**config.mk**
```make
export PLATFORM = sky130hd
export DESIGN_NAME = gpe_engine
export DESIGN_NICKNAME = d
export VERILOG_FILES = /design/src/hdl/gpe_pkg.sv /design/src/hdl/gpe_tick_if.sv /design/src/hdl/gpe_engine.sv /design/src/hdl/gpe_tick_gen.sv
export SDC_FILE = /design/constraint.sdc
export NUM_CORES = 1
export LEC_CHECK = 0
export BUFFER_PORTS_ARGS = -buffer_cell sky130_fd_sc_hd__buf_4
export CAP_MARGIN = 20
export CORE_MARGIN = 4
export CORE_UTILIZATION = 40
export DETAILED_ROUTE_END_ITERATION = 10
export GPL_TIMING_DRIVEN = 0
export PLACE_DENSITY = 0.64
export SYNTH_ARGS = -nofsm -noshare
export SYNTH_HDL_FRONTEND = slang
export SYNTH_HIERARCHICAL = 1
export SYNTH_SLANG_ARGS = --single-unit
```
**constraint.sdc**
```tcl
create_clock -name clk -period 154.1 [get_ports clk]
set_input_delay 7.705 -clock clk [delete_from_list [all_inputs] [get_ports clk]]
set_output_delay 7.705 -clock clk [all_outputs]
set_load 0.1 [all_outputs]
```
**src/hdl/gpe_pkg.sv**
```systemverilog
package gpe_pkg;
	localparam int CLK_HZ = 125_000_000;
	localparam int MS_PER_S = 1000;
	localparam int TENTH_MS = 100;
	localparam int ADDR_W = 8;
	localparam int NAME_LEN = 18;
	localparam int NAME_WORDS = 5;
	localparam int STEP_COUNT = 5;

	localparam int BAUD_RATE [5] = '{9600, 19200, 38400, 57600, 115200};
	localparam logic [2:0] BAUD_IDX_MAX = 3'h4;
	localparam logic [2:0] BAUD_IDX_RESET = 3'h4;
	localparam logic [15:0] BAUD_DIV_RESET = 16'(CLK_HZ / 115200);

	localparam logic [7:0] OFS_BAUD = 8'h00;
	localparam logic [7:0] OFS_FLAGS = 8'h04;
	localparam logic [7:0] OFS_SUPPLY = 8'h08;
	localparam logic [7:0] OFS_SETTLE = 8'h0c;
	localparam logic [7:0] OFS_TIMEOUT = 8'h10;
	localparam logic [7:0] OFS_CMD = 8'h14;
	localparam logic [7:0] OFS_MODEL = 8'h18;
	localparam logic [7:0] OFS_CHKSUM = 8'h1c;
	localparam logic [7:0] OFS_ACC_ADDR = 8'h20;
	localparam logic [7:0] OFS_ACC_CTRL = 8'h24;
	localparam logic [7:0] OFS_ACC_DATA = 8'h28;
	localparam logic [7:0] OFS_RES0 = 8'h2c;
	localparam logic [7:0] OFS_RES1 = 8'h30;
	localparam logic [7:0] OFS_VER = 8'h34;
	localparam logic [7:0] OFS_NAME = 8'h38;
	localparam logic [7:0] OFS_END = 8'h4c;

	localparam logic [7:0] FLAG_ERASE = 8'h03;
	localparam logic [7:0] FLAG_PROGRAM = 8'h0c;
	localparam logic [7:0] FLAG_CHECK = 8'h10;
	localparam logic [7:0] FLAG_VERIFY = 8'h20;
	localparam logic [7:0] FLAG_FUSE = 8'h40;
	localparam logic [7:0] FLAG_MASK = 8'h7f;
	localparam logic [7:0] SUPPLY_LEVEL_MASK = 8'h7f;
	localparam int SUPPLY_OFF_BIT = 7;

	localparam logic [15:0] IMG_FIRST = 16'h0000;
	localparam logic [15:0] IMG_LAST = 16'hffff;
	localparam logic [15:0] CHECK_FIRST = 16'h1000;
	localparam logic [7:0] ERASED_BYTE = 8'hff;
	localparam logic [15:0] BYTE_ACCESS_LIMIT = 16'h0100;
	localparam int ACC_WRITE_BIT = 0;
	localparam int ACC_BEGIN_BIT = 1;
	localparam int ACC_END_BIT = 2;

	localparam logic [3:0] CMD_ERASE_IMAGE = 4'h1;
	localparam logic [3:0] CMD_MAIN = 4'h2;
	localparam logic [3:0] CMD_REG_ACCESS = 4'h3;
	localparam logic [3:0] CMD_PROGRAM = 4'h4;
	localparam logic [3:0] CMD_READ = 4'h5;

	localparam logic [7:0] ERR_NONE = 8'h00;
	localparam logic [7:0] ERR_TIMEOUT = 8'h01;
	localparam logic [7:0] ERR_IMAGE_ERASE = 8'h02;
	localparam logic [7:0] ERR_NO_PARAMS = 8'h03;

	localparam logic [1:0] RESP_OKAY = 2'h0;
	localparam logic [1:0] RESP_SLVERR = 2'h2;

	typedef enum logic [1:0] {TGT_REG = 2'h0, TGT_PROGRAM = 2'h1, TGT_READ = 2'h2} gpe_tgt_kind_type;

	typedef enum logic [5:0] {
		ST_IDLE   = 6'h01,
		ST_FILL   = 6'h02,
		ST_CHECK  = 6'h04,
		ST_SETTLE = 6'h08,
		ST_STEP   = 6'h10,
		ST_TARGET = 6'h20
	} gpe_state_type;

	function automatic logic [15:0] baud_div(input logic [2:0] idx);
		return 16'(CLK_HZ / BAUD_RATE[int'(idx)]);
	endfunction

	function automatic logic [7:0] step_bits(input logic [2:0] idx);
		logic [7:0] s;
		unique case (idx)
			3'h0: s = FLAG_ERASE;
			3'h1: s = FLAG_CHECK;
			3'h2: s = FLAG_PROGRAM;
			3'h3: s = FLAG_VERIFY;
			3'h4: s = FLAG_FUSE;
			default: s = 8'h00;
		endcase
		return s;
	endfunction

	function automatic logic [31:0] merge(input logic [31:0] old, input logic [31:0] nw,
		input logic [3:0] strb);
		logic [31:0] v;
		v = old;
		for (int b = 0; b < 4; b++)
			if (strb[b])
				v[8*b +: 8] = nw[8*b +: 8];
		return v;
	endfunction
endpackage

```
**src/hdl/gpe_tick_if.sv**
```systemverilog
`timescale 1ns/1ns
interface gpe_tick_if;
	logic restart;
	logic msTick;
	logic tenthTick;
	modport gen (input restart, output msTick, output tenthTick);
	modport user (output restart, input msTick, input tenthTick);
endinterface

```
**src/hdl/gpe_engine.sv**
```systemverilog
// The AXI4-Lite register port and the register offsets were left to the implementer.
`timescale 1ns/1ns
module gpe_engine
	import gpe_pkg::*;
#(
	parameter int                  CYCLES_PER_MS = CLK_HZ / MS_PER_S,
	parameter logic [15:0]         HW_VERSION    = 16'h0100, // Arbitrary value.
	parameter logic [15:0]         FW_VERSION    = 16'h0100, // Arbitrary value.
	parameter logic [8*NAME_LEN-1:0] FW_NAME     = {"FIRMWARE.BIN", 48'h0}
)(
	input  wire logic              clk,
	input  wire logic              rst,
	input  wire logic [ADDR_W-1:0] awaddr,
	input  wire logic              awvalid,
	output logic                   awready,
	input  wire logic [31:0]       wdata,
	input  wire logic [3:0]        wstrb,
	input  wire logic              wvalid,
	output logic                   wready,
	output logic [1:0]             bresp,
	output logic                   bvalid,
	input  wire logic              bready,
	input  wire logic [ADDR_W-1:0] araddr,
	input  wire logic              arvalid,
	output logic                   arready,
	output logic [31:0]            rdata,
	output logic [1:0]             rresp,
	output logic                   rvalid,
	input  wire logic              rready,
	output logic [15:0]            baudDivisor,
	output logic [6:0]             targetSupplyOut,
	output logic                   targetSupplyOn,
	output logic                   imgWrite,
	output logic [15:0]            imgAddr,
	output logic [7:0]             imgWdata,
	input  wire logic [7:0]        imgRdata,
	input  wire logic [7:0]        chanDetect,
	output logic                   stepReq,
	output logic [7:0]             stepCode,
	input  wire logic              stepDone,
	input  wire logic [7:0]        stepPass,
	output logic                   tgtReq,
	output gpe_tgt_kind_type       tgtKind,
	output logic [2:0]             tgtIndex,
	output logic [15:0]            tgtAddr,
	output logic [15:0]            tgtLen,
	output logic [15:0]            tgtWdata,
	output logic                   tgtByteAccess,
	output logic                   tgtWriteAll,
	output logic                   tgtSeriesBegin,
	output logic                   tgtSeriesEnd,
	input  wire logic              tgtDone,
	input  wire logic [15:0]       tgtRdata,
	output logic                   busy
);
	gpe_state_type state;
	logic [2:0]  baudIdx, stepIdx, accTarget, accFlags;
	logic [7:0]  flagsReg, supplyReg, modelReg, miscErr;
	logic [7:0]  resDetect, resCheck, resVerify, resFuse, resAll;
	logic [15:0] settleReg, timeoutReg, accAddr, accLen, accWdata, accRdata;
	logic [15:0] msCount, tenthCount;
	logic [31:0] chksumReg, rdMux, wrVal;
	logic        paramsValid, stepWait, checkPending, checkLast, mainEnd;
	logic        awHeld, wHeld, wrFire, cmdStart, timeoutHit, inMain;
	logic [ADDR_W-1:0] awAddrQ;
	logic [31:0] wDataQ;
	logic [3:0]  wStrbQ;
	logic [3:0]  cmdCode;
	gpe_tick_if  tick();

	function automatic logic reg_hit(input logic [ADDR_W-1:0] a, input logic [7:0] ofs);
		return a == ofs;
	endfunction

	function automatic logic [31:0] name_word(input logic [2:0] w);
		logic [31:0] v;
		int k;
		v = 32'h0;
		for (int b = 0; b < 4; b++)
		begin
			k = 4 * int'(w) + b;
			if (k < NAME_LEN - 1)
				v[8*b +: 8] = FW_NAME[8*(NAME_LEN-1-k) +: 8];
		end
		return v;
	endfunction

	gpe_tick_gen #(.CYCLES_PER_MS(CYCLES_PER_MS)) u_tick (
		.clk  (clk),
		.rst  (rst),
		.tick (tick)
	);

	assign awready = !awHeld;
	assign wready = !wHeld;
	assign arready = !rvalid;
	assign wrFire = awHeld && wHeld && !bvalid;
	assign busy = (state != ST_IDLE);
	assign cmdCode = wDataQ[3:0];
	assign cmdStart = wrFire && reg_hit(awAddrQ, OFS_CMD) && wStrbQ[0] && !busy;
	assign tick.restart = cmdStart;
	assign inMain = (state == ST_SETTLE) || (state == ST_STEP);
	// The abort comes one 100 ms unit early so the host hears back in time.
	assign timeoutHit = ({1'b0, tenthCount} + 17'h1) >= {1'b0, timeoutReg};
	assign imgWrite = (state == ST_FILL);
	assign imgWdata = ERASED_BYTE;
	assign tgtIndex = accTarget;
	assign tgtAddr = accAddr;
	assign tgtLen = accLen;
	assign tgtWdata = accWdata;

	always_comb
	begin
		wrVal = merge(32'h0, wDataQ, wStrbQ);
		unique case (awAddrQ)
			OFS_FLAGS:    wrVal = merge({24'h0, flagsReg}, wDataQ, wStrbQ);
			OFS_SUPPLY:   wrVal = merge({24'h0, supplyReg}, wDataQ, wStrbQ);
			OFS_SETTLE:   wrVal = merge({16'h0, settleReg}, wDataQ, wStrbQ);
			OFS_TIMEOUT:  wrVal = merge({16'h0, timeoutReg}, wDataQ, wStrbQ);
			OFS_MODEL:    wrVal = merge({24'h0, modelReg}, wDataQ, wStrbQ);
			OFS_CHKSUM:   wrVal = merge(chksumReg, wDataQ, wStrbQ);
			OFS_ACC_ADDR: wrVal = merge({accLen, accAddr}, wDataQ, wStrbQ);
			OFS_ACC_CTRL: wrVal = merge({21'h0, accFlags, 5'h0, accTarget}, wDataQ, wStrbQ);
			OFS_ACC_DATA: wrVal = merge({16'h0, accWdata}, wDataQ, wStrbQ);
			default:      wrVal = merge({29'h0, baudIdx}, wDataQ, wStrbQ);
		endcase
	end

	always_comb
	begin
		rdMux = 32'h0;
		unique case (araddr)
			OFS_BAUD:     rdMux = {baudDivisor, 13'h0, baudIdx};
			OFS_FLAGS:    rdMux = {24'h0, flagsReg};
			OFS_SUPPLY:   rdMux = {24'h0, supplyReg};
			OFS_SETTLE:   rdMux = {16'h0, settleReg};
			OFS_TIMEOUT:  rdMux = {16'h0, timeoutReg};
			OFS_CMD:      rdMux = {16'h0, miscErr, 6'h0, paramsValid, busy};
			OFS_MODEL:    rdMux = {24'h0, modelReg};
			OFS_CHKSUM:   rdMux = chksumReg;
			OFS_ACC_ADDR: rdMux = {accLen, accAddr};
			OFS_ACC_CTRL: rdMux = {21'h0, accFlags, 5'h0, accTarget};
			OFS_ACC_DATA: rdMux = {accRdata, accWdata};
			OFS_RES0:     rdMux = {resFuse, resVerify, resCheck, resDetect};
			OFS_RES1:     rdMux = {16'h0, miscErr, resAll};
			OFS_VER:      rdMux = {FW_VERSION[7:0], FW_VERSION[15:8],
				HW_VERSION[7:0], HW_VERSION[15:8]};
			default:
				if (araddr >= OFS_NAME && araddr < OFS_END && araddr[1:0] == 2'h0)
					rdMux = name_word(3'((araddr - OFS_NAME) >> 2));
		endcase
	end

	always_ff @(posedge clk or posedge rst)
	begin
		if (rst)
		begin
			awHeld <= 1'b0;
			wHeld <= 1'b0;
			awAddrQ <= '0;
			wDataQ <= 32'h0;
			wStrbQ <= 4'h0;
			bvalid <= 1'b0;
			bresp <= RESP_OKAY;
			rvalid <= 1'b0;
			rdata <= 32'h0;
			rresp <= RESP_OKAY;
		end
		else
		begin
			if (awvalid && !awHeld)
			begin
				awHeld <= 1'b1;
				awAddrQ <= awaddr;
			end
			if (wvalid && !wHeld)
			begin
				wHeld <= 1'b1;
				wDataQ <= wdata;
				wStrbQ <= wstrb;
			end
			if (wrFire)
			begin
				awHeld <= 1'b0;
				wHeld <= 1'b0;
				bvalid <= 1'b1;
				bresp <= (awAddrQ < OFS_END && awAddrQ[1:0] == 2'h0) ? RESP_OKAY : RESP_SLVERR;
			end
			else if (bvalid && bready)
				bvalid <= 1'b0;
			if (arvalid && !rvalid)
			begin
				rvalid <= 1'b1;
				rdata <= rdMux;
				rresp <= (araddr < OFS_END && araddr[1:0] == 2'h0) ? RESP_OKAY : RESP_SLVERR;
			end
			else if (rvalid && rready)
				rvalid <= 1'b0;
		end
	end

	// Setup registers; single target fields are frozen while a command runs.
	always_ff @(posedge clk or posedge rst)
	begin
		if (rst)
		begin
			baudIdx <= BAUD_IDX_RESET;
			baudDivisor <= BAUD_DIV_RESET;
			flagsReg <= 8'h00;
			supplyReg <= 8'h00;
			settleReg <= 16'h0;
			timeoutReg <= 16'h0;
			modelReg <= 8'h00;
			chksumReg <= 32'h0;
			paramsValid <= 1'b0;
			accAddr <= 16'h0;
			accLen <= 16'h0;
			accTarget <= 3'h0;
			accFlags <= 3'h0;
			accWdata <= 16'h0;
		end
		else if (wrFire)
		begin
			if (reg_hit(awAddrQ, OFS_BAUD) && wrVal[2:0] <= BAUD_IDX_MAX)
			begin
				baudIdx <= wrVal[2:0];
				baudDivisor <= baud_div(wrVal[2:0]);
			end
			if (!busy)
			begin
				if (reg_hit(awAddrQ, OFS_FLAGS))
				begin
					flagsReg <= wrVal[7:0] & FLAG_MASK;
					paramsValid <= 1'b1;
				end
				if (reg_hit(awAddrQ, OFS_SUPPLY))
					supplyReg <= wrVal[7:0];
				if (reg_hit(awAddrQ, OFS_SETTLE))
					settleReg <= wrVal[15:0];
				if (reg_hit(awAddrQ, OFS_TIMEOUT))
					timeoutReg <= wrVal[15:0];
				if (reg_hit(awAddrQ, OFS_MODEL))
					modelReg <= wrVal[7:0];
				if (reg_hit(awAddrQ, OFS_CHKSUM))
					chksumReg <= wrVal;
				if (reg_hit(awAddrQ, OFS_ACC_ADDR))
					{accLen, accAddr} <= wrVal;
				if (reg_hit(awAddrQ, OFS_ACC_CTRL))
					{accFlags, accTarget} <= {wrVal[10:8], wrVal[2:0]};
				if (reg_hit(awAddrQ, OFS_ACC_DATA))
					accWdata <= wrVal[15:0];
			end
		end
	end

	always_ff @(posedge clk or posedge rst)
	begin
		if (rst)
		begin
			state <= ST_IDLE;
			imgAddr <= IMG_FIRST;
			checkPending <= 1'b0;
			checkLast <= 1'b0;
			stepIdx <= 3'h0;
			stepWait <= 1'b0;
			stepReq <= 1'b0;
			stepCode <= 8'h00;
			msCount <= 16'h0;
			tenthCount <= 16'h0;
			mainEnd <= 1'b0;
			tgtReq <= 1'b0;
			tgtKind <= TGT_REG;
			tgtByteAccess <= 1'b0;
			tgtWriteAll <= 1'b0;
			tgtSeriesBegin <= 1'b0;
			tgtSeriesEnd <= 1'b0;
		end
		else
		begin
			stepReq <= 1'b0;
			tgtReq <= 1'b0;
			mainEnd <= 1'b0;
			if (tick.msTick && state == ST_SETTLE && msCount != 16'hffff)
				msCount <= msCount + 16'h1;
			if (tick.tenthTick && inMain && tenthCount != 16'hffff)
				tenthCount <= tenthCount + 16'h1;
			unique case (state)
				ST_IDLE:
					if (cmdStart)
					begin
						msCount <= 16'h0;
						tenthCount <= 16'h0;
						if (cmdCode == CMD_ERASE_IMAGE)
						begin
							state <= ST_FILL;
							imgAddr <= IMG_FIRST;
						end
						else if (cmdCode == CMD_MAIN && paramsValid)
							state <= ST_SETTLE;
						else if (cmdCode == CMD_REG_ACCESS || cmdCode == CMD_PROGRAM ||
							cmdCode == CMD_READ)
						begin
							state <= ST_TARGET;
							tgtReq <= 1'b1;
							tgtKind <= (cmdCode == CMD_REG_ACCESS) ? TGT_REG :
								(cmdCode == CMD_PROGRAM) ? TGT_PROGRAM : TGT_READ;
							tgtByteAccess <= accAddr < BYTE_ACCESS_LIMIT;
							tgtWriteAll <= accFlags[ACC_WRITE_BIT];
							tgtSeriesBegin <= accFlags[ACC_BEGIN_BIT];
							tgtSeriesEnd <= accFlags[ACC_END_BIT];
						end
					end
				ST_FILL:
					if (imgAddr == IMG_LAST)
					begin
						state <= ST_CHECK;
						imgAddr <= CHECK_FIRST;
						checkPending <= 1'b0;
						checkLast <= 1'b0;
					end
					else
						imgAddr <= imgAddr + 16'h1;
				ST_CHECK:
				begin
					// Read data lags the address by one cycle, so compares trail it.
					checkPending <= 1'b1;
					checkLast <= (imgAddr == IMG_LAST);
					if (imgAddr != IMG_LAST)
						imgAddr <= imgAddr + 16'h1;
					if (checkLast)
						state <= ST_IDLE;
				end
				ST_SETTLE:
					if (timeoutHit)
					begin
						state <= ST_IDLE;
						mainEnd <= 1'b1;
					end
					else if (msCount >= settleReg)
					begin
						state <= ST_STEP;
						stepIdx <= 3'h0;
						stepWait <= 1'b0;
					end
				ST_STEP:
					if (timeoutHit || (stepIdx == 3'(STEP_COUNT) && !stepWait))
					begin
						state <= ST_IDLE;
						mainEnd <= 1'b1;
						stepWait <= 1'b0;
					end
					else if (stepWait)
					begin
						if (stepDone)
						begin
							stepWait <= 1'b0;
							stepIdx <= stepIdx + 3'h1;
						end
					end
					else if ((flagsReg & step_bits(stepIdx)) == 8'h00)
						stepIdx <= stepIdx + 3'h1;
					else
					begin
						stepReq <= 1'b1;
						stepCode <= flagsReg & step_bits(stepIdx);
						stepWait <= 1'b1;
					end
				ST_TARGET:
					if (tgtDone)
						state <= ST_IDLE;
			endcase
		end
	end

	always_ff @(posedge clk or posedge rst)
	begin
		if (rst)
		begin
			targetSupplyOn <= 1'b0;
			targetSupplyOut <= 7'h0;
		end
		else if (cmdStart && cmdCode == CMD_MAIN && paramsValid)
		begin
			targetSupplyOn <= 1'b1;
			targetSupplyOut <= 7'(supplyReg & SUPPLY_LEVEL_MASK);
		end
		else if (mainEnd && supplyReg[SUPPLY_OFF_BIT])
			targetSupplyOn <= 1'b0;
	end

	always_ff @(posedge clk or posedge rst)
	begin
		if (rst)
		begin
			{resDetect, resCheck, resVerify, resFuse, resAll} <= 40'h0;
			miscErr <= ERR_NONE;
			accRdata <= 16'h0;
		end
		else
		begin
			if (state == ST_TARGET && tgtDone)
				accRdata <= tgtRdata;
			if (cmdStart && cmdCode == CMD_MAIN)
			begin
				miscErr <= paramsValid ? ERR_NONE : ERR_NO_PARAMS;
				resDetect <= chanDetect;
				resAll <= chanDetect;
				{resCheck, resVerify, resFuse} <= 24'h0;
			end
			else if (cmdStart && cmdCode == CMD_ERASE_IMAGE)
				miscErr <= ERR_NONE;
			if (state == ST_CHECK && checkPending && imgRdata != ERASED_BYTE)
				miscErr <= ERR_IMAGE_ERASE;
			if (inMain && timeoutHit)
			begin
				miscErr <= ERR_TIMEOUT;
				resAll <= 8'h00;
			end
			else if (state == ST_STEP && stepWait && stepDone)
			begin
				resAll <= resAll & stepPass;
				if (stepCode == FLAG_CHECK)
					resCheck <= stepPass & resDetect;
				if (stepCode == FLAG_VERIFY)
					resVerify <= stepPass & resDetect;
				if (stepCode == FLAG_FUSE)
					resFuse <= stepPass & resDetect;
			end
		end
	end
endmodule

```
**src/hdl/gpe_tick_gen.sv**
```systemverilog
`timescale 1ns/1ns
module gpe_tick_gen
	import gpe_pkg::*;
#(
	parameter int CYCLES_PER_MS = CLK_HZ / MS_PER_S
)(
	input  wire logic clk,
	input  wire logic rst,
	gpe_tick_if.gen   tick
);
	logic [31:0] cycCount;
	logic [7:0]  msCount;

	// A restart realigns both ticks so a wait starts on a whole millisecond.
	always_ff @(posedge clk or posedge rst)
	begin
		if (rst)
		begin
			cycCount <= 32'h0;
			msCount <= 8'h0;
			tick.msTick <= 1'b0;
			tick.tenthTick <= 1'b0;
		end
		else if (tick.restart)
		begin
			cycCount <= 32'h0;
			msCount <= 8'h0;
			tick.msTick <= 1'b0;
			tick.tenthTick <= 1'b0;
		end
		else
		begin
			tick.msTick <= (cycCount == 32'(CYCLES_PER_MS - 1));
			tick.tenthTick <= (cycCount == 32'(CYCLES_PER_MS - 1)) &&
				(msCount == 8'(TENTH_MS - 1));
			if (cycCount == 32'(CYCLES_PER_MS - 1))
			begin
				cycCount <= 32'h0;
				msCount <= (msCount == 8'(TENTH_MS - 1)) ? 8'h0 : msCount + 8'h1;
			end
			else
				cycCount <= cycCount + 32'h1;
		end
	end
endmodule

```
==> Word level (Yosys, flattened, before mapping) <==
Memories as Yosys holds them, arrays and structs flattened.
Cells that the tools add are included.
{ "classes": {"bitwise_logic": 11, "n_lt_le_gt_ge": 12, "n_shift": 4, "add_sub_neg": 15, "muxes": 131, "eq_ne": 64, "n_reduce_logical": 76, "div": 1} }
{ "ops": {"columns": ["op", "count"], "rows": [
  ["$mux 8", 56],
  ["$pmux 32 s14", 1],
  ["$shiftx 144x10->8 const A", 3],
  ["$pmux 32 s9", 1],
  ["$mux 16", 10],
  ["$mux 32", 5],
  ["$shiftx 144x9->8 const A", 1],
  ["$eq 8x6->1 const B", 10],
  ["$eq 8x5->1 const B", 9],
  ["$mux 6", 10],
  ["$add 16x1->16 const B", 3],
  ["$ne 16x16->1 const B", 3],
  ["$pmux 16 s3", 1],
  ["$pmux 6 s6", 1],
  ["$pmux 7 s5", 1],
  ["$add 32x1->32 const B", 1],
  ["$div 28x32->32 const A", 1],
  ["$eq 32x17->1 const B", 1],
  ["$eq 8x4->1 const B", 4],
  ["$ge 32x4->1 const B", 1],
  ["$logic_and 1x1->1", 32],
  ["$not 3->32", 1],
  ["$reduce_and 3->1", 10],
  ["$mux 1", 29],
  ["58 further kinds", 119]
]} }
{ "totals": {"out_inout_bits": 158, "mem_bits_ro": 256, "mem_count": 1, "wordCells": 369, "reg_bits": 436, "input_bits": 101} }
{ "memory_table": {"columns": ["name", "depth", "width", "read_ports", "rd_ports_with_merged_regs", "wr", "line_no", "rtl"], "rows": [
  ["(no name shown)", 8, 32, 1, 0, 0, "gpe_pkg.sv:76", "return 16'(CLK_HZ / BAUD_RATE[int'(idx)]);"]
]} }

==> Longest topological paths before layout <==
Gate-level depths: netlist (run 1).
{ "depth": {"ltp_word": 12, "ltp_mapped": 308, "depth_no_buf": 290} }

==> Cells and area by module <==
Netlist (run 1), hierarchy kept.
{ "by_module_without_submodules": {"columns": ["module", "cells_per_inst", "seq_area_each_um2", "instances", "area_each_um2"], "rows": [
  ["gpe_engine", 3935, 9644.2, 1, 32778.9],
  ["gpe_tick_gen", 243, 1051.0, 1, 2272.2]
]} }

==> Least setup slack after synthesis (run 1) <==
OpenSTA, ideal clock, no wires.
{ "synth_path": {"path_type": "reg-to-reg", "startpoint": "reg accAddr[2] (netlist: tgtAddr[2])", "endpoint": "reg baudDivisor[0]", "synth_period_minus_slack_ns": 53.326, "setup_slack_ns": 100.774, "required_time_ns": 154.004, "path_buffers": 21, "arrival_time_ns": 53.230, "setup_time_ns": 0.096, "stages_incl_launch_ff": 295, "path_cell_list": "dfrtp_1 mux2i_1 o22ai_1 a22oi_1 a31o_2 clkbuf_1 clkbuf_1 nand2_1 inv_1 ha_1 nand2_1 nor3b_1 a21oi_1 a41o_1 nor3_1 ha_1 a21o_1 a21o_1 [259 not listed] buf_4 buf_6 nand2_1 o21ai_1 ha_1 nor2b_1 o21ai_0 nand2b_1 a21oi_1 nor2b_1 o21ai_0 nand2b_1 a21oi_1 nor2b_1 o21ai_0 and3_1 o2111a_1 a32oi_1"} }
{ "synth_via": {"elab_chain_cells": 7, "word_cells_on_any_way": 10, "classes_between": "div (1); order compare (1); mux (4); bitwise (1); reduce/logical (2); memory (1)"} }
{ "synth_lines": {"columns": ["element", "line_no", "rtl"], "rows": [
  ["start: declaration", "gpe_engine.sv:60", "logic [15:0] settleReg, timeoutReg, accAddr, accLen, accWdata, accRdata;"],
  ["start signal: assignment", "gpe_engine.sv:247", "{accLen, accAddr} <= wrVal;"],
  ["$mux 8 (*)", "gpe_pkg.sv:97", "if (strb[b])"],
  ["$pmux 32 s9 (*)", "gpe_engine.sv:115", "unique case (awAddrQ)"],
  ["$not 3->32 (implied by the code)", "gpe_pkg.sv:76", null],
  ["$mem_v2 8x32", null, null],
  ["$mux 32 (implied by the code) (2 in a row)", "gpe_pkg.sv:76", null],
  ["$div 28x32->32", "gpe_pkg.sv:76", null],
  ["end signal: assignment", "gpe_engine.sv:227", "baudDivisor <= baud_div(wrVal[2:0]);"],
  ["end: declaration", "gpe_engine.sv:30", "output logic [15:0] baudDivisor,"]
]} }
Mark *: on every way between the ends. The rest lies on a longest branch, timed or not. The select of a mux whose other input is x is not followed.
A chain may end at the register's enable or synchronous reset.

==> Worst setup path in the final report (run 1) <==
{ "layout_path": {"startpoint": "reg awAddrQ[7]", "endpoint": "reg baudDivisor[0]"} }
{ "layout_via": {"elab_chain_cells": 7, "word_cells_on_any_way": 19, "classes_between": "div (1); order compare (1); eq/ne (9); mux (3); bitwise (1); reduce/logical (3); memory (1)"} }
{ "layout_lines": {"columns": ["element", "line_no", "rtl"], "rows": [
  ["start: declaration", "gpe_engine.sv:65", "logic [ADDR_W-1:0] awAddrQ;"],
  ["start signal: assignment", "gpe_engine.sv:174", "awAddrQ <= awaddr;"],
  ["$eq 8x6->1, or another cell as far along", "gpe_engine.sv:115", null],
  ["$pmux 32 s9 (*)", "gpe_engine.sv:115", null],
  ["named net wrVal[0]", "gpe_engine.sv:62", "logic [31:0] chksumReg, rdMux, wrVal;"],
  ["$not 3->32 (implied by the code)", "gpe_pkg.sv:76", null],
  ["$mem_v2 8x32", null, null],
  ["$mux 32 (implied by the code) (2 in a row)", "gpe_pkg.sv:76", null],
  ["$div 28x32->32", "gpe_pkg.sv:76", null]
]} }
Mark *: on every way through the listed nets, which the timed path passes. The rest lies on a longest branch. The select of a mux whose other input is x is not followed.

==> flow_metrics.env, run 1 <==
export IMPL_status="completed"
export IMPL_rows=108
export IMPL_die_area_sq_um=92400
export IMPL_port_buffers=247
export IMPL_first_iter_violations=3210
export IMPL_tightest_slew_ns=1.15
export IMPL_grt_pass1_vias=32800
export IMPL_core_area_sq_um=86900
export IMPL_die_y_um=304
export IMPL_ys_types=129
export IMPL_start_util_pct=40.3
export IMPL_fillers=8576
export IMPL_antenna_left=0
export IMPL_cp_arrival_ns=67.38
export IMPL_cts_tree="done"
export IMPL_critical_path_max_fanout=14
export IMPL_min_path_type="flip-flop to flip-flop"
export IMPL_hold_worst_slack_ns=0.472
export IMPL_die_w_um=304
export IMPL_dpl_hpwl_um=98200
export IMPL_synth_top_area_share_pct=29.9
export IMPL_insertion_delay_ns=0.61
export IMPL_drv_slew=0
export IMPL_firstDrtPassIters=9
export IMPL_cts_resized_gates=0
export IMPL_worst_path_max_delay_cell="clkbuf_1"
export IMPL_setup_violations=0
export IMPL_synth_seq_cells=427
export IMPL_hold_buffers=0
export IMPL_seq_area_sq_um=10700
export IMPL_rsz0062_at_grt="false"
export IMPL_min_period_ns=66.88
export IMPL_end_kind="flip-flop"
export IMPL_ys_seq_area_share_pct=30.5
export IMPL_fmax_mhz=15.0
export IMPL_async_flop_share_pct=100
export IMPL_cpMostUsedCell="o21ai_0"
export IMPL_grt_overflow=0
export IMPL_cts_buffer_depth=3
export IMPL_via_per_inst=6.02
export IMPL_grt_pass1_wl_um=192000
export IMPL_drt_total_wl_um=125000
export IMPL_cpPeakStageDelay_ns=0.88
export IMPL_syn_to_final_growth_pct=15.5
export IMPL_tns_ns=0
export IMPL_numClockSinks=427
export IMPL_synth_ff_type="dfrtp_1"
export IMPL_path_clk_slew_ns=0.06
export IMPL_antenna_found_initial=10
export IMPL_post_cts_buffers=0
export IMPL_grt_max_degree=118
export IMPL_io_pins=259
export IMPL_synth_avg_cell_area_sq_um=8.39
export IMPL_final_nets=4844
export IMPL_synth_cells=4178
export IMPL_synth_edf_count=0
export IMPL_critPathRequiredTime_ns=154.60
export IMPL_drive_above_1_share_pct=14.8
export IMPL_htreeDepth=2
export IMPL_final_period_utilization_pct=43.4
export IMPL_gr_usage_all_layers_pct=25.8
export IMPL_syn_area_sq_um=35100
export IMPL_synth_area_leaders="dfrtp_1 30%, ha_1 8.3%, nand2_1 5.3%"
export IMPL_drcViolationCount=0
export IMPL_slew_headroom_pct=22.7
export IMPL_gp_congestion=0.967
export IMPL_hold_violations=0
export IMPL_netlist_top_cell_by_area="dfrtp_1"
export IMPL_fin_worst_skew_ns=0.0402
export IMPL_cts_buffers=47
export IMPL_wl_per_cell_um=21.9
export IMPL_yosysWarnings=6
export IMPL_cts_root_buf="clkbuf_16"
export IMPL_critPathLaunchType="flip-flop"
export IMPL_cap_violations=0
export IMPL_multi_input_area_sq_um=23100
export IMPL_vias=34400
export IMPL_worstSetupPathType="flip-flop to flip-flop"
[path summary, 6_finish.rpt]
kind / slack (ns) / cells after the start / from / endpoint
setup / recovery: 87.22 / 298 / awAddrQ[7] / baudDivisor[0]
hold / removal: 0.47 / 2 / tgtSeriesBegin / tgtSeriesBegin
setup reg to reg: 87.22 / 298 / awAddrQ[7] / baudDivisor[0]
hold reg to reg: 0.47 / 2 / tgtSeriesBegin / tgtSeriesBegin
max in group asynchronous: 145.96 / 3 / rst / baudDivisor[11]
min in group asynchronous: 7.02 / 2 / rst / u_tick/msCount[6]
[placed cells by master (no fill, tap or decap), types with 48 or more instances in the layout]
| cell type | instances |
|---|---|
| clkbuf_1 | 127 |
| xor2_1 | 76 |
| a21oi_1 | 241 |
| o31ai_1 | 59 |
| nand2b_1 | 64 |
| xnor2_1 | 108 |
| a21o_1 | 66 |
| buf_4 | 269 |
| nor3_1 | 91 |
| o21a_1 | 77 |
| a22oi_1 | 71 |
| mux2_2 | 142 |
| o21ai_0 | 348 |
| nand4_1 | 48 |
| ha_1 | 233 |
| inv_1 | 135 |
| nand2_1 | 499 |
| nor2_1 | 328 |
| and2_1 | 52 |
| nand3_1 | 135 |
| a31oi_1 | 48 |
| dfrtp_1 | 419 |
[flip-flops by register name (all words and copies together), names as in the netlist, 8 cells and up]
register,flops
wDataQ,32
resCheck,8
timeoutReg,16
tgtAddr,16
resAll,8
tgtWdata,16
rdata,32
u_tick/cycCount,32
u_tick/msCount,8
modelReg,8
msCount,16
imgAddr,16
awAddrQ,8
resVerify,8
tenthCount,16
resDetect,8
settleReg,16
baudDivisor,16
resFuse,8
accRdata,16
supplyReg,8
chksumReg,32
tgtLen,16
[logic make-up after synthesis]
logic type | synth area share, %
and+or+nand+nor | 21.8
AOI/OAI and AO/OA | 24.7
DFF | 30.5
buffers and inverters | 3.82
adders and majority gates | 8.55
muxes | 5.98
xor gates and xnor gates | 4.60
other | 0.0214
[routing by layer]
layer	GRT usage, %	routed length [um]	part of all wire (%)	vias up
li1	-	-	-	16200
met1	33.5	52000	42	16700
met2	43.5	58400	47	1266
met3	5.20	10200	8.2	236
met4	7.71	4110	3.3	12
met5	0	88	0.070	-
[critical path, delay by kind of cell, from the launching register on]
kind	cells	cell delay [ns]
compound gates	144	31.06
simple gates	96	17.90
buf+inv	33	8.83
fa+ha+maj	24	8.06
flops	1	0.47
mux	1	0.40
[cell usage after synthesis (all sizes together), types with 21 or more instances]
master / count
xor2: 76
a21oi: 245
xnor2: 108
nor4: 49
nor2b: 43
ha: 233
o31ai: 60
a21o: 66
nand3: 139
nor3: 95
or3: 47
and3: 45
buf: 54
a211oi: 32
inv: 140
or2: 26
a222oi: 47
nand2b: 66
nand2: 501
nand4: 50
dfrtp: 419
o21a: 77
or4: 27
mux2i: 44
mux2: 145
and2: 52
o211ai: 23
clkbuf: 123
a31oi: 49
o21bai: 21
a22oi: 72
nor2: 330
o21ai: 366
[metrics by stage]
stage	std cells	util, %	worst slack [ns]	instance area, sq um
detailed placement	5608	44.5	88.23	38700
global route	5700	46.6	81.74	40500
floorplan	4191	-	100.77	35100
CTS	5696	46.5	87.96	40400
finish	5704	46.6	87.22	40500
global placement	5593	44.2	87.62	38400
[final cells by class]
cell class	instances	area share, %
tap	1155	3.57
timing repair buffer	266	5.32
clock buffer	63	3.30
clock inverter	25	0.992
multi-input combinational	3446	57.0
buffer	177	2.00
inverter	141	1.33
antenna	4	0.0247
sequential	427	26.4
Power of run 1 is not shown: default switching activity piles up to over one toggle a cycle in this logic, so the estimate is an artifact.
==> inputs of run 2 (changes only) <==
--- a/config.mk
+++ b/config.mk
@@ -5,6 +5,7 @@
 export SDC_FILE = /design/constraint.sdc
 export NUM_CORES = 1
 export LEC_CHECK = 0
+export ABC_AREA = 1
 export BUFFER_PORTS_ARGS = -buffer_cell sky130_fd_sc_hd__buf_4
 export CAP_MARGIN = 20
 export CORE_MARGIN = 4
==> constraint.sdc (replaced) <==
create_clock -name clk -period 63.4 [get_ports clk]
set_input_delay 3.17 -clock clk [delete_from_list [all_inputs] [get_ports clk]]
set_output_delay 3.17 -clock clk [all_outputs]
set_load 0.1 [all_outputs]
==> run 2 against run 1 <==
Compared with the run above:
- via count up 4.2%
- clock skew up 0.0013 ns
- critical path type unchanged
- register-to-register slack worse by 80 ns
- count of clock-buffer cells in the layout up 18
- global-route usage down 0.35 points
- largest cell class unchanged
- highest routed layer is now met4
- die area up 0.70%
- non-clock buffer count down 50
==> flow_metrics.env, run 2 <==
export IMPL_critical_path_max_fanout=22
export IMPL_gp_congestion=1.01
export IMPL_min_path_type="flip-flop to flip-flop"
export IMPL_dpl_hpwl_um=97900
export IMPL_slew_headroom_pct=16.1
export IMPL_via_per_inst=5.43
export IMPL_gr_usage_all_layers_pct=25.4
export IMPL_reg2reg_from="awAddrQ[1]"
export IMPL_synth_xor_area_share_pct=4.14
export IMPL_worst_path_max_delay_cell="inv_1"
export IMPL_cts_buffer_depth=3
export IMPL_start_util_pct=40.5
export IMPL_final_cell_mix="1,275 x nand2_1, 631 x inv_1, 426 x o21ai_0"
export IMPL_tns_ns=0
export IMPL_synth_ff_type="dfrtp_1"
export IMPL_drive_above_1_share_pct=11.6
export IMPL_antenna_found_initial=1
export IMPL_syn_area_sq_um=35300
export IMPL_die_area_sq_um=93100
export IMPL_fillers=8930
export IMPL_vias=35800
export IMPL_core_area_sq_um=87200
export IMPL_synth_avg_cell_area_sq_um=6.96
export IMPL_critPathRequiredTime_ns=63.92
export IMPL_die_y_um=305
export IMPL_cap_violations=0
export IMPL_synth_top_family_by_area="simple AND/OR/NAND/NOR gates"
export IMPL_final_nets=5733
export IMPL_final_period_utilization_pct=88.9
export IMPL_io_pins=259
export IMPL_cts_buffers=51
export IMPL_post_cts_buffers=0
export IMPL_drt_total_wl_um=123000
export IMPL_yosysWarnings=6
export IMPL_netlist_top_cells_count="1,275 x nand2_1, 633 x inv_1, 426 x o21ai_0"
export IMPL_end_kind="flip-flop"
export IMPL_numClockSinks=427
export IMPL_synth_edf_count=0
export IMPL_netlist_top_cell_by_area="dfrtp_1"
export IMPL_status="completed"
export IMPL_htreeDepth=2
export IMPL_antenna_left=0
export IMPL_hold_buffers=0
export IMPL_min_period_ns=56.36
export IMPL_synth_compound_area_share_pct=16.8
export IMPL_synth_most_common_cell="nand2_1"
export IMPL_cts_resized_gates=0
export IMPL_hp_start="rdata[13]"
export IMPL_seq_area_sq_um=10700
export IMPL_worstSetupPathType="flip-flop to flip-flop"
export IMPL_rsz0062_at_grt="false"
export IMPL_fmax_mhz=17.7
export IMPL_async_flop_share_pct=100
export IMPL_drv_slew=0
export IMPL_cp_arrival_ns=56.88
export IMPL_port_buffers=247
export IMPL_ys_seq_area_share_pct=30.3
export IMPL_grt_max_degree=130
export IMPL_ys_types=74
export IMPL_finish_utilization_pct=46.6
export IMPL_wl_per_cell_um=18.6
export IMPL_fin_worst_skew_ns=0.0416
export IMPL_hold_violations=0
export IMPL_regToRegSetupSlack_ns=7.04
export IMPL_tightest_slew_ns=1.23
export IMPL_multi_input_area_sq_um=21400
export IMPL_synth_top_area_share_pct=29.7
export IMPL_rows=108
export IMPL_synthAdderAreaFrac_pct=8.48
export IMPL_grt_pass1_wl_um=190000
export IMPL_synth_cells=5071
export IMPL_drcViolationCount=0
export IMPL_setup_violations=0
export IMPL_first_iter_violations=3144
export IMPL_hold_worst_slack_ns=0.481
export IMPL_grt_pass1_vias=33700
export IMPL_cpPeakStageDelay_ns=0.71
export IMPL_firstDrtPassIters=6
export IMPL_synth_area_leaders="dfrtp_1 30%, nand2_1 14%, ha_1 8.3%"
export IMPL_final_common_cell="nand2_1"
export IMPL_crit_path_start="awAddrQ[1]"
export IMPL_muxShareOfSynthArea_pct=1.50
export IMPL_cts_root_buf="clkbuf_16"
export IMPL_path_clk_slew_ns=0.07
export IMPL_syn_to_final_growth_pct=15.0
export IMPL_critPathLaunchType="flip-flop"
export IMPL_cpMostUsedCell="nand2_1"
export IMPL_insertion_delay_ns=0.63
export IMPL_cts_tree="done"
export IMPL_synth_simple_area_share_pct=29.6
export IMPL_synth_seq_cells=427
export IMPL_die_w_um=305
export IMPL_grt_overflow=0
[run 2: cell count changes after synthesis, moves of 63 or more]
cell	before	now
o21ai_0	348	426
nand2_1	499	1275
mux2_2	142	46
a22oi_1	71	2
nor2_1	328	399
o21a_1	77	14
o22ai_1	13	85
nand3_1	135	325
inv_1	137	633
nand2b_1	64	0
[run 2: per-layer routing]
layer | track usage, % | wire length [um]
met1 | 33.6 | 52500
met2 | 41.3 | 55400
met3 | 4.28 | 9110
met4 | 10.7 | 5780
met5 | 0 | 0
[run 2: layout make-up]
type / instances / area share [%]
multi-input combinational: 3832 / 52.8
sequential: 427 / 26.3
inverter: 690 / 6.40
timing repair buffer: 258 / 5.01
clock buffer: 81 / 3.75
tap: 1155 / 3.56
buffer: 135 / 1.62
clock inverter: 14 / 0.539
antenna: 2 / 0.0123
[run 2: through the flow]
stage                     cell area (sq um)  cells  setup slack, ns
after global routing                  40600   6592            0.714
after floorplan                       35400   5084            18.39
after CTS                             40600   6592             7.11
after global placement                38700   6486             6.30
final                                 40600   6594             7.04
after detailed placement              38800   6497             7.35
[run 2: final timing paths]
kind | to | cells after the start
worst min-delay path | rdata[13] | 2
worst min register to register | rdata[13] | 2
worst max register to register | baudDivisor[0] | 336
worst max-delay path | baudDivisor[0] | 336
min in group asynchronous | u_tick/cycCount[1] | 2
max in group asynchronous | chksumReg[20] | 4
[run 2: kinds of logic (layout without fill, tap and decap cells)]
kind of cell / Yosys count / in the layout
other: 2 / 17
muxes: 47 / 47
and+or+nand+nor: 2341 / 2341
xor gates and xnor gates: 167 / 167
adders and majority gates: 237 / 237
buffers and inverters: 825 / 1178
AOI/OAI and AO/OA: 1025 / 1025
DFF: 427 / 427
[run 2: worst max-delay path: cells and delay by family, from the launching register on]
kind	cells	cell delay, ns
adder cells (fa/ha/maj)	24	8.43
AO/OA/AOI/OAI	105	17.95
flip-flops	1	0.40
AND/OR/NAND/NOR	141	16.60
buffers and inverters	66	12.64
Power of run 2 is left out for the same reason.
